<file path="config.mk">
export PLATFORM = sky130hd
export DESIGN_NAME = counter_display_and_gate_control
export DESIGN_NICKNAME = d
export VERILOG_FILES = /design/src/logic/counter_display_and_gate_control.v
export VERILOG_INCLUDE_DIRS = /design/src /design/src/logic
export SDC_FILE = /design/constraint.sdc
export NUM_CORES = 1
export LEC_CHECK = 0
export BUFFER_PORTS_ARGS = -buffer_cell sky130_fd_sc_hd__buf_4
export CAP_MARGIN = 20
export CORE_MARGIN = 4
export CORE_UTILIZATION = 65
export CTS_CLUSTER_SIZE = 24
export DETAILED_ROUTE_END_ITERATION = 8
export PLACE_DENSITY = 0.91
export RECOVER_POWER = 100
export SLEW_MARGIN = 15
export SYNTH_ARGS = -nofsm -noshare
export SYNTH_HDL_FRONTEND = slang
export SYNTH_SLANG_ARGS = --single-unit
</file>
<file path="constraint.sdc">
create_clock -name pclk -period 43.5 [get_ports pclk]
set_clock_uncertainty 0.05 [all_clocks]
set_input_delay 6.525 -clock pclk [delete_from_list [all_inputs] [get_ports pclk]]
set_output_delay 6.525 -clock pclk [all_outputs]
set_load 0.02 [all_outputs]
</file>
<file path="src/logic/counter_consts.vh">
/*
 * Constants of the counter readout and gate control block: register map,
 * field positions, reset values, function codes and timing figures.
 * Assumes inclusion by its bare name from the design file, once per unit.
 */
`ifndef COUNTER_CONSTS_VH
`define COUNTER_CONSTS_VH
`define OFS_CTRL 8'h00
`define OFS_STATUS 8'h04
`define OFS_COUNT 8'h08
`define CTRL_RESET 32'h00000000
`define CTRL_MASK 32'h0001FFFF
`define CTRL_FUNC_LSB 0
`define CTRL_RANGE_LSB 4
`define CTRL_SLOPE_A 8
`define CTRL_SLOPE_B 9
`define CTRL_DTIME_LSB 10
`define CTRL_JUMPER 14
`define CTRL_MANUAL 15
`define CTRL_RESET_BTN 16
`define ST_GATE 0
`define ST_OVERFLOW 1
`define ST_STATE_LSB 2
`define ST_DEC_LSB 4
`define ST_UNIT_LSB 8
`define FN_RATE_A 4'h0
`define FN_CYCLE_B 4'h1
`define FN_SPAN_B 4'h2
`define FN_A_TO_B 4'h3
`define FN_CYCLE_B_AVG 4'h4
`define FN_SPAN_B_AVG 4'h5
`define FN_A_TO_B_AVG 4'h6
`define FN_QUOTIENT_AB 4'h7
`define FN_GATED_TALLY 4'h8
`define FN_SHARED 4'h9
`define UNIT_NONE 4'h0
`define UNIT_HZ 4'h1
`define UNIT_KHZ 4'h2
`define UNIT_MHZ 4'h4
`define UNIT_GHZ 4'h8
`define RANGE_MAX 4'h8
`define DTIME_HOLD 4'hF
`define CLK_NS 20
`define TB_BASE_NS 100
`define HOLDOFF_MS 100
`endif

</file>
<file path="src/logic/counter_display_and_gate_control.v">
/*
 * Gate control, decade counter and readout decode of an eight digit
 * counter/timer, with its front-panel settings held in an APB register.
 * Assumes shaped channel triggers synchronous to pclk and an APB master
 * that holds each request until it samples pready high.
 */
`timescale 1ns/1ns
`include "counter_consts.vh"
module counter_display_and_gate_control #(
    parameter HOLDOFF_CYCLES = `HOLDOFF_MS * 1000000 / `CLK_NS,
    parameter DIGITS = 8
) (
    input wire pclk,
    input wire presetn,
    input wire psel,
    input wire penable,
    input wire pwrite,
    input wire [7:0] paddr,
    input wire [31:0] pwdata,
    output reg [31:0] prdata,
    output reg pready,
    output reg pslverr,
    input wire trig_a,
    input wire trig_b,
    output reg [4*DIGITS-1:0] digit_bcd,
    output reg [DIGITS-1:0] digit_blank,
    output reg [DIGITS-1:0] digit_point,
    output reg [3:0] unit_lamp,
    output reg gate_lamp,
    output reg overflow_lamp
);
    localparam [1:0] S_HOLD = 2'h0;
    localparam [1:0] S_ARM = 2'h1;
    localparam [1:0] S_OPEN = 2'h2;
    localparam [1:0] K_NOW = 2'h0;
    localparam [1:0] K_PER = 2'h1;
    localparam [1:0] K_WID = 2'h2;
    localparam [1:0] K_AB = 2'h3;
    localparam [31:0] TB_BASE = (`TB_BASE_NS + `CLK_NS - 1) / `CLK_NS;
    localparam [31:0] HOLD_BASE = HOLDOFF_CYCLES;

    reg [31:0] ctrl;
    reg [4*DIGITS-1:0] bcd;
    reg overflow;
    reg gate;
    reg [1:0] state;
    reg [31:0] hold_cnt;
    reg [31:0] n_cnt;
    reg [31:0] pre;
    reg a_q;
    reg b_q;

    wire [3:0] func = ctrl[`CTRL_FUNC_LSB+3:`CTRL_FUNC_LSB];
    wire [3:0] rng_raw = ctrl[`CTRL_RANGE_LSB+3:`CTRL_RANGE_LSB];
    wire [3:0] rng = (rng_raw > `RANGE_MAX) ? `RANGE_MAX : rng_raw;
    wire slope_a = ctrl[`CTRL_SLOPE_A];
    wire slope_b = ctrl[`CTRL_SLOPE_B];
    wire [3:0] dtime = ctrl[`CTRL_DTIME_LSB+3:`CTRL_DTIME_LSB];
    wire jumper_tally = ctrl[`CTRL_JUMPER];
    wire manual_gate_button = ctrl[`CTRL_MANUAL];
    wire reset_button = ctrl[`CTRL_RESET_BTN];

    wire ev_a = slope_a ? (a_q & ~trig_a) : (trig_a & ~a_q);
    wire ev_b = slope_b ? (b_q & ~trig_b) : (trig_b & ~b_q);
    wire evx_b = slope_b ? (trig_b & ~b_q) : (b_q & ~trig_b);
    wire shared = (func == `FN_SHARED);
    wire tally = shared & jumper_tally;
    wire manual = shared & ~jumper_tally;
    wire avg_mode = (func == `FN_CYCLE_B_AVG) || (func == `FN_SPAN_B_AVG) ||
        (func == `FN_A_TO_B_AVG);

    function [31:0] pow10;
        input [3:0] r;
        integer i;
        begin
            pow10 = 32'h00000001;
            for (i = 0; i < 8; i = i + 1) begin
                if (i < r) begin
                    pow10 = pow10 * 32'h0000000A;
                end
            end
        end
    endfunction

    // Avg modes time with the finest clock; the others with the range clock.
    wire [31:0] tb = avg_mode ? TB_BASE : TB_BASE * pow10(rng);
    wire tick = gate && (pre == tb - 32'h00000001);

    reg [1:0] kind;
    reg [31:0] n_limit;
    reg inc_src;
    always @* begin
        kind = K_NOW;
        n_limit = 32'h00000001;
        inc_src = 1'b0;
        case (func)
            `FN_RATE_A: begin
                inc_src = ev_a;
            end
            `FN_CYCLE_B, `FN_CYCLE_B_AVG: begin
                kind = K_PER;
                inc_src = tick;
            end
            `FN_SPAN_B, `FN_SPAN_B_AVG: begin
                kind = K_WID;
                inc_src = tick;
            end
            `FN_A_TO_B, `FN_A_TO_B_AVG: begin
                kind = K_AB;
                inc_src = tick;
            end
            `FN_QUOTIENT_AB: begin
                kind = K_PER;
                inc_src = ev_a;
                n_limit = pow10(rng);
            end
            `FN_GATED_TALLY: begin
                kind = K_WID;
                inc_src = ev_a;
                n_limit = pow10(rng);
            end
            `FN_SHARED: begin
                inc_src = tally ? ev_a : tick;
            end
            default: inc_src = 1'b0;
        endcase
        if (avg_mode) begin
            n_limit = pow10(rng);
        end
    end

    wire start_ev = (kind == K_NOW) ? 1'b1 : ((kind == K_AB) ? ev_a : ev_b);
    wire stop_ev = (kind == K_NOW) ? tick : ((kind == K_WID) ? evx_b : ev_b);
    wire [31:0] hold_target = HOLD_BASE * ({28'h0000000, dtime} + 32'h00000001);
    wire hold_done = (state == S_HOLD) && (dtime != `DTIME_HOLD) &&
        (hold_cnt >= hold_target - 32'h00000001);
    wire new_meas = hold_done && !shared;
    wire clr = reset_button | new_meas;
    wire inc_now = gate & inc_src & ~reset_button;
    wire last_n = (n_cnt + 32'h00000001) >= n_limit;

    always @(posedge pclk or negedge presetn) begin
        if (!presetn) begin
            a_q <= 1'b0;
            b_q <= 1'b0;
        end else begin
            a_q <= trig_a;
            b_q <= trig_b;
        end
    end

    // Main gate sequencing; the shared position bypasses hold-off entirely.
    always @(posedge pclk or negedge presetn) begin
        if (!presetn) begin
            state <= S_HOLD;
            gate <= 1'b0;
            hold_cnt <= 32'h00000000;
            n_cnt <= 32'h00000000;
        end else if (reset_button) begin
            state <= S_ARM;
            gate <= 1'b0;
            hold_cnt <= 32'h00000000;
            n_cnt <= 32'h00000000;
        end else if (shared) begin
            state <= S_HOLD;
            gate <= manual_gate_button;
            hold_cnt <= 32'h00000000;
            n_cnt <= 32'h00000000;
        end else begin
            case (state)
                S_HOLD: begin
                    gate <= 1'b0;
                    if (dtime == `DTIME_HOLD) begin
                        hold_cnt <= 32'h00000000;
                    end else if (hold_done) begin
                        hold_cnt <= 32'h00000000;
                        state <= S_ARM;
                    end else begin
                        hold_cnt <= hold_cnt + 32'h00000001;
                    end
                end
                S_ARM: begin
                    if (start_ev) begin
                        state <= S_OPEN;
                        gate <= 1'b1;
                    end
                end
                S_OPEN: begin
                    if (stop_ev) begin
                        if (last_n) begin
                            state <= S_HOLD;
                            gate <= 1'b0;
                            n_cnt <= 32'h00000000;
                        end else begin
                            n_cnt <= n_cnt + 32'h00000001;
                            if (kind != K_PER) begin
                                state <= S_ARM;
                                gate <= 1'b0;
                            end
                        end
                    end
                end
                default: begin
                    state <= S_HOLD;
                    gate <= 1'b0;
                end
            endcase
        end
    end

    // Timebase prescaler restarts whenever the gate is closed.
    always @(posedge pclk or negedge presetn) begin
        if (!presetn) begin
            pre <= 32'h00000000;
        end else if (!gate || tick) begin
            pre <= 32'h00000000;
        end else begin
            pre <= pre + 32'h00000001;
        end
    end

    wire [DIGITS:0] carry;
    assign carry[0] = inc_now;
    genvar g;
    generate
        for (g = 0; g < DIGITS; g = g + 1) begin : decade
            wire [3:0] d = bcd[4*g+3:4*g];
            assign carry[g+1] = carry[g] & (d == 4'h9);
            always @(posedge pclk or negedge presetn) begin
                if (!presetn) begin
                    bcd[4*g+3:4*g] <= 4'h0;
                end else if (clr) begin
                    bcd[4*g+3:4*g] <= 4'h0;
                end else if (carry[g]) begin
                    bcd[4*g+3:4*g] <= (d == 4'h9) ? 4'h0 : d + 4'h1;
                end
            end
        end
    endgenerate

    // A wrap in the same cycle as a clear still leaves the flag set.
    always @(posedge pclk or negedge presetn) begin
        if (!presetn) begin
            overflow <= 1'b0;
        end else if (carry[DIGITS]) begin
            overflow <= 1'b1;
        end else if (reset_button) begin
            overflow <= 1'b0;
        end
    end

    reg [3:0] decimals;
    reg [3:0] units;
    always @* begin
        decimals = 4'h0;
        units = `UNIT_NONE;
        case (func)
            `FN_RATE_A: begin
                if (rng == 4'h0) begin
                    units = `UNIT_GHZ;
                    decimals = 4'h2;
                end else if (rng <= 4'h5) begin
                    units = `UNIT_MHZ;
                    decimals = rng - 4'h1;
                end else begin
                    units = `UNIT_KHZ;
                    decimals = rng - 4'h4;
                end
            end
            `FN_CYCLE_B, `FN_SPAN_B, `FN_A_TO_B: begin
                if (rng == 4'h0) begin
                    units = `UNIT_MHZ;
                    decimals = 4'h1;
                end else if (rng <= 4'h3) begin
                    units = `UNIT_KHZ;
                    decimals = 4'h4 - rng;
                end else if (rng <= 4'h7) begin
                    units = `UNIT_HZ;
                    decimals = 4'h7 - rng;
                end else begin
                    decimals = 4'h2;
                end
            end
            `FN_CYCLE_B_AVG, `FN_SPAN_B_AVG, `FN_A_TO_B_AVG: begin
                if (rng <= 4'h2) begin
                    units = `UNIT_KHZ;
                    decimals = 4'h4 + rng;
                end else if (rng <= 4'h5) begin
                    units = `UNIT_MHZ;
                    decimals = 4'h1 + rng;
                end else begin
                    units = `UNIT_GHZ;
                    decimals = rng - 4'h2;
                end
            end
            `FN_QUOTIENT_AB, `FN_GATED_TALLY: begin
                decimals = (rng == `RANGE_MAX) ? 4'h0 : rng;
            end
            `FN_SHARED: begin
                if (manual) begin
                    decimals = (rng == 4'h0) ? 4'h1 : 4'h0;
                    units = (rng == 4'h0) ? `UNIT_MHZ : `UNIT_HZ;
                end else begin
                    decimals = 4'h0;
                    units = `UNIT_NONE;
                end
            end
            default: begin
                decimals = 4'h0;
                units = `UNIT_NONE;
            end
        endcase
    end

    // Leading zero suppression stops at the point so 0.00 keeps its zeros.
    reg [DIGITS-1:0] next_blank;
    reg [DIGITS-1:0] next_point;
    reg seen;
    integer k;
    always @* begin
        seen = 1'b0;
        next_blank = {DIGITS{1'b0}};
        next_point = {DIGITS{1'b0}};
        for (k = DIGITS - 1; k >= 0; k = k - 1) begin
            seen = seen | (bcd[4*k+:4] != 4'h0) | (k <= decimals) | (k == 0);
            next_blank[k] = ~seen;
            next_point[k] = (decimals != 4'h0) && (k == decimals);
        end
    end

    always @(posedge pclk or negedge presetn) begin
        if (!presetn) begin
            digit_bcd <= {4*DIGITS{1'b0}};
            digit_blank <= {DIGITS{1'b0}};
            digit_point <= {DIGITS{1'b0}};
            unit_lamp <= `UNIT_NONE;
            gate_lamp <= 1'b0;
            overflow_lamp <= 1'b0;
        end else begin
            if (reset_button) begin
                digit_bcd <= {DIGITS{4'h8}};
                digit_blank <= {DIGITS{1'b0}};
                digit_point <= {DIGITS{1'b1}};
            end else begin
                digit_bcd <= bcd;
                digit_blank <= next_blank;
                digit_point <= next_point;
            end
            unit_lamp <= units;
            gate_lamp <= gate;
            overflow_lamp <= overflow;
        end
    end

    // APB slave with one wait state so that read data comes from a flop.
    wire access = psel & penable;
    wire mapped = (paddr == `OFS_CTRL) || (paddr == `OFS_STATUS) ||
        (paddr == `OFS_COUNT);
    reg [31:0] rdata;
    wire [4*DIGITS+31:0] bcd_word = {32'h00000000, bcd};
    always @* begin
        rdata = 32'h00000000;
        case (paddr)
            `OFS_CTRL: begin
                rdata = ctrl;
            end
            `OFS_STATUS: begin
                rdata[`ST_GATE] = gate;
                rdata[`ST_OVERFLOW] = overflow;
                rdata[`ST_STATE_LSB+1:`ST_STATE_LSB] = state;
                rdata[`ST_DEC_LSB+3:`ST_DEC_LSB] = decimals;
                rdata[`ST_UNIT_LSB+3:`ST_UNIT_LSB] = units;
            end
            `OFS_COUNT: begin
                rdata = bcd_word[31:0];
            end
            default: rdata = 32'h00000000;
        endcase
    end

    always @(posedge pclk or negedge presetn) begin
        if (!presetn) begin
            ctrl <= `CTRL_RESET;
            prdata <= 32'h00000000;
            pready <= 1'b0;
            pslverr <= 1'b0;
        end else begin
            pready <= access & ~pready;
            if (access & ~pready) begin
                prdata <= pwrite ? 32'h00000000 : rdata;
                pslverr <= ~mapped;
            end else begin
                pslverr <= 1'b0;
            end
            if (access & pready & pwrite & (paddr == `OFS_CTRL)) begin
                ctrl <= pwdata & `CTRL_MASK;
            end
        end
    end
endmodule

</file>
==> impl_metrics.csv <==
group,metric,value,unit
yosys,synthCells,2887,
floorplan,dieWidth,200,um
place,routabilityCongestion,0.897,
clock_tree,ctsHtreeMaxLevel,1,
yosys,async_flop_share,100,%
pwr,pwr-share-seq,10.8,%
pwr,p_sw_share,51.2,%
yosys,ys_seq_area_share,24.9,%
place,portBuffers,118,
route,vias,22783,
worst_setup_path,worst-setup-path-type,"flop to flop",
pwr,cellPowerDensity,85.1,mW/mm2
worst_setup_path,crit_top_cell,"ha_1",
yosys,synthXorXnorAreaFrac,6.89,%
yosys,synthFlopType,"dfrtp_1",
final_layout,syn_to_final_growth,7.03,%
floorplan,num_io_pins,135,
route,dr.pass1.iters,6,
yosys,synth.area.top_cells,"dfrtp_1 (25%), ha_1 (18%), nor2_1 (4.5%)",
floorplan,rows,69,
global_route,grt_first_pass_wirelength,108,mm
worst_setup_path,crit_required,43.85,ns
pwr,p_comb_share,78.3,%
global_route,grt.overflow.total,0,
yosys,synthAdderAreaFrac,18.5,%
route,vias_per_cell,6.66,
sta,timing.final.ws_setup,22.45,ns
floorplan,coreArea,0.0359,mm2
yosys,syn_avg_cell_area,8.28,um2
pwr,peakVddDrop,0.000159,V
sta,max_slew_margin,-304,%
route,post_drt_wl_per_cell,19.4,um
clock_tree,hold_buffers,0,
clock_tree,post_cts_buffers,0,
sta,finalCriticalPeriod,21.05,ns
global_route,antenna_found_initial,2,
place,place_hpwl,47.8,mm
clock_tree,post_cts_resized,0,
worst_setup_path,cp-start-kind,"flop",
worst_setup_path,worst-path-buf-inv,8,
worst_setup_path,cp.arrival,21.40,ns
job,drv_cap,8,
sta,finalMaxSlewViolations,466,
sta,final.setup.tns,0,ns
yosys,yosys.cell_types.count,95,
route,drt_iter0_markers,1710,
pwr,p_leak,0.0121,uW
floorplan,dieArea,0.0399,mm2
clock_tree,clkSinkCount,238,
clock_tree,cts_tree,"yes",
sta,hold_viol_final,0,
clock_tree,clockBufferDepth,3,
route,finalWirelength,66.5,mm
yosys,synth_top_area_share,24.9,%
yosys,synth-seq-cells,238,
yosys,netlist_area,0.0239,mm2
pwr,p_switching,1110,uW
sta,tightestPinTransition,6.06,ns
yosys,synth_top_area_cell,"dfrtp_1",
route,drcViolationCount,0,
clock_tree,cts_root_buffer,"clkbuf_16",
worst_setup_path,max_stage_delay,1.78,ns
worst_setup_path,cp_top_family,"compound AO/OA/AOI/OAI gates",
sta,rsz0062_at_grt,"no",
run_status,status,"finished with violations",
clock_tree,cts.clk_slew.worst_paths,0.07,ns
yosys,synth_top_family_by_area,"simple AND/OR/NAND/NOR gates",
pwr,power_frac_clock,10.9,%
clock_tree,clkLatencyLatePin,0.59,ns
yosys,yosysWarnings,0,
pwr,p_int,1060,uW
final_layout,fin_nets,3334,
final_layout,final_util,71.2,%
worst_setup_path,crit_path_top_delay_cell,"clkbuf_1",
yosys,synthSimpleGateAreaFrac,22.5,%
run_status,violations,"max-capacitance violations, max-slew violations",
sta,fmax,47.5,MHz
yosys,synth_compound_area_share,18.6,%
floorplan,initial_core_util,66.5,%
pwr,finalPower,2180,uW
global_route,grt_pass1_vias,22697,
place,dp_slack,26.53,ns
route,ant_nets,0,
global_route,grt.total_usage,32.2,%
worst_setup_path,end_kind,"flop",
yosys,synth_mux_area_share,4.43,%
final_layout,n_fill_cell,2681,
yosys,synth-edff-count,0,
sta,fin_hold_ws,0.411,ns
sta,setup_violations,0,
final_layout,drive_gt1_share,6.32,%
hold_path,min_path_type,"flop to flop",
floorplan,die_y,200,um
worst_setup_path,critPathMaxFanout,48,
sta,min_period_over_period,48.4,%
clock_tree,cts_buffers,28,
global_route,grt_start_max_net_pins,110,
through the flow:
step | cell area [um2] | instances
finish | 25600 | 3423
CTS | 26000 | 3422
floorplan | 23900 | 2888
detailed placement | 25100 | 3371
global placement | 25100 | 3370
global route | 25600 | 3423
cell usage after synthesis, types with 27 or more instances:
library cell  count
ha_1            337
a21o_1           55
and2_1           28
and3_1           40
nand4_1          55
o211ai_1         27
nor2_1          287
nor3_1           57
nand2b_1         46
clkbuf_1         95
nand3_1         105
o21ai_0         184
dfrtp_1         238
mux2_2           41
mux2i_1          56
a21oi_1         161
xnor2_1         123
or2_2            27
xor2_1           65
nor2b_1          52
nand2_1         256
inv_1           127
worst register-to-register path: cells and delay by family (launching register included):
kind            cells  cell delay, ns
compound gates     24            6.03
buf+inv             8            4.49
fa+ha+maj          14            4.40
simple gates       17            4.16
flops               1            0.70
mux                 1            0.60
xor+xnor            4            0.46
metal layers:
metal | share of wire, % | vias to the layer above | global-route usage (%) | wire length [um]
li1 | - | 10504 | - | -
met1 | 38 | 10940 | 37.9 | 25300
met2 | 49 | 1054 | 56.8 | 32800
met3 | 7.3 | 285 | 5.58 | 4860
met4 | 5.3 | 0 | 15.8 | 3500
met5 | 0 | - | 0 | 0
final timing paths:
| path | startpoint | endpoint | slack (ns) | cells past startpoint |
|---|---|---|---|---|
| setup / recovery | ctrl[7] | n_cnt[2] | 22.45 | 68 |
| hold / removal | overflow | overflow_lamp | 0.41 | 0 |
| setup reg to reg | ctrl[7] | n_cnt[2] | 22.45 | 68 |
| hold reg to reg | overflow | overflow_lamp | 0.41 | 0 |
| max in group asynchronous | presetn | n_cnt[13] | 29.03 | 2 |
| min in group asynchronous | presetn | hold_cnt[2] | 8.13 | 1 |
cell families after synthesis:
group / after synthesis
other: 1
XOR/XNOR: 188
flip-flops: 238
AND/OR/NAND/NOR: 1079
adder cells (fa/ha/maj): 347
buffers and inverters: 255
multiplexers: 99
AO/OA/AOI/OAI: 680
registers in the layout, indices dropped and copies added (netlist names):
register       cells
state              2
b_q                1
overflow           1
gate               1
a_q                1
digit_blank        7
digit_point        8
n_cnt             32
hold_cnt          32
pslverr            1
pre               32
decade.d          32
ctrl              17
digit_bcd         32
pready             1
gate_lamp          1
overflow_lamp      1
prdata            32
unit_lamp          4
placed cells by master, fill, tap and decap left out, types with 57 or more instances in the layout:
master    synthesis  layout
nor2_1          287     286
ha_1            337     337
nand3_1         105     105
nand2_1         256     256
xor2_1           65      65
xnor2_1         123     123
inv_1           127     127
o21ai_0         184     190
clkbuf_1         95     110
dfrtp_1         238     238
a21oi_1         161     161
nor3_1           57      57
power groups by stage:
stage / Combinational (uW) / Sequential [uW] / Clock [uW]
finish: 1700 / 236 / 236
CTS: 1680 / 235 / 239
detailed placement: 1660 / 239 / 0
global placement: 1600 / 239 / 0
floorplan: 1310 / 240 / 0
global route: 1880 / 237 / 248
area by class of cell:
class	count	area [um2]	area share [%]
antenna	1	2.50	0.00979
sequential	238	5960	23.3
inverter	134	503	1.97
multi-input combinational	2395	16900	66.2
timing repair buffer	143	687	2.69
clock buffer	40	796	3.11
clock inverter	11	128	0.499
tap	461	577	2.26
(Power assumes the default switching activity.)
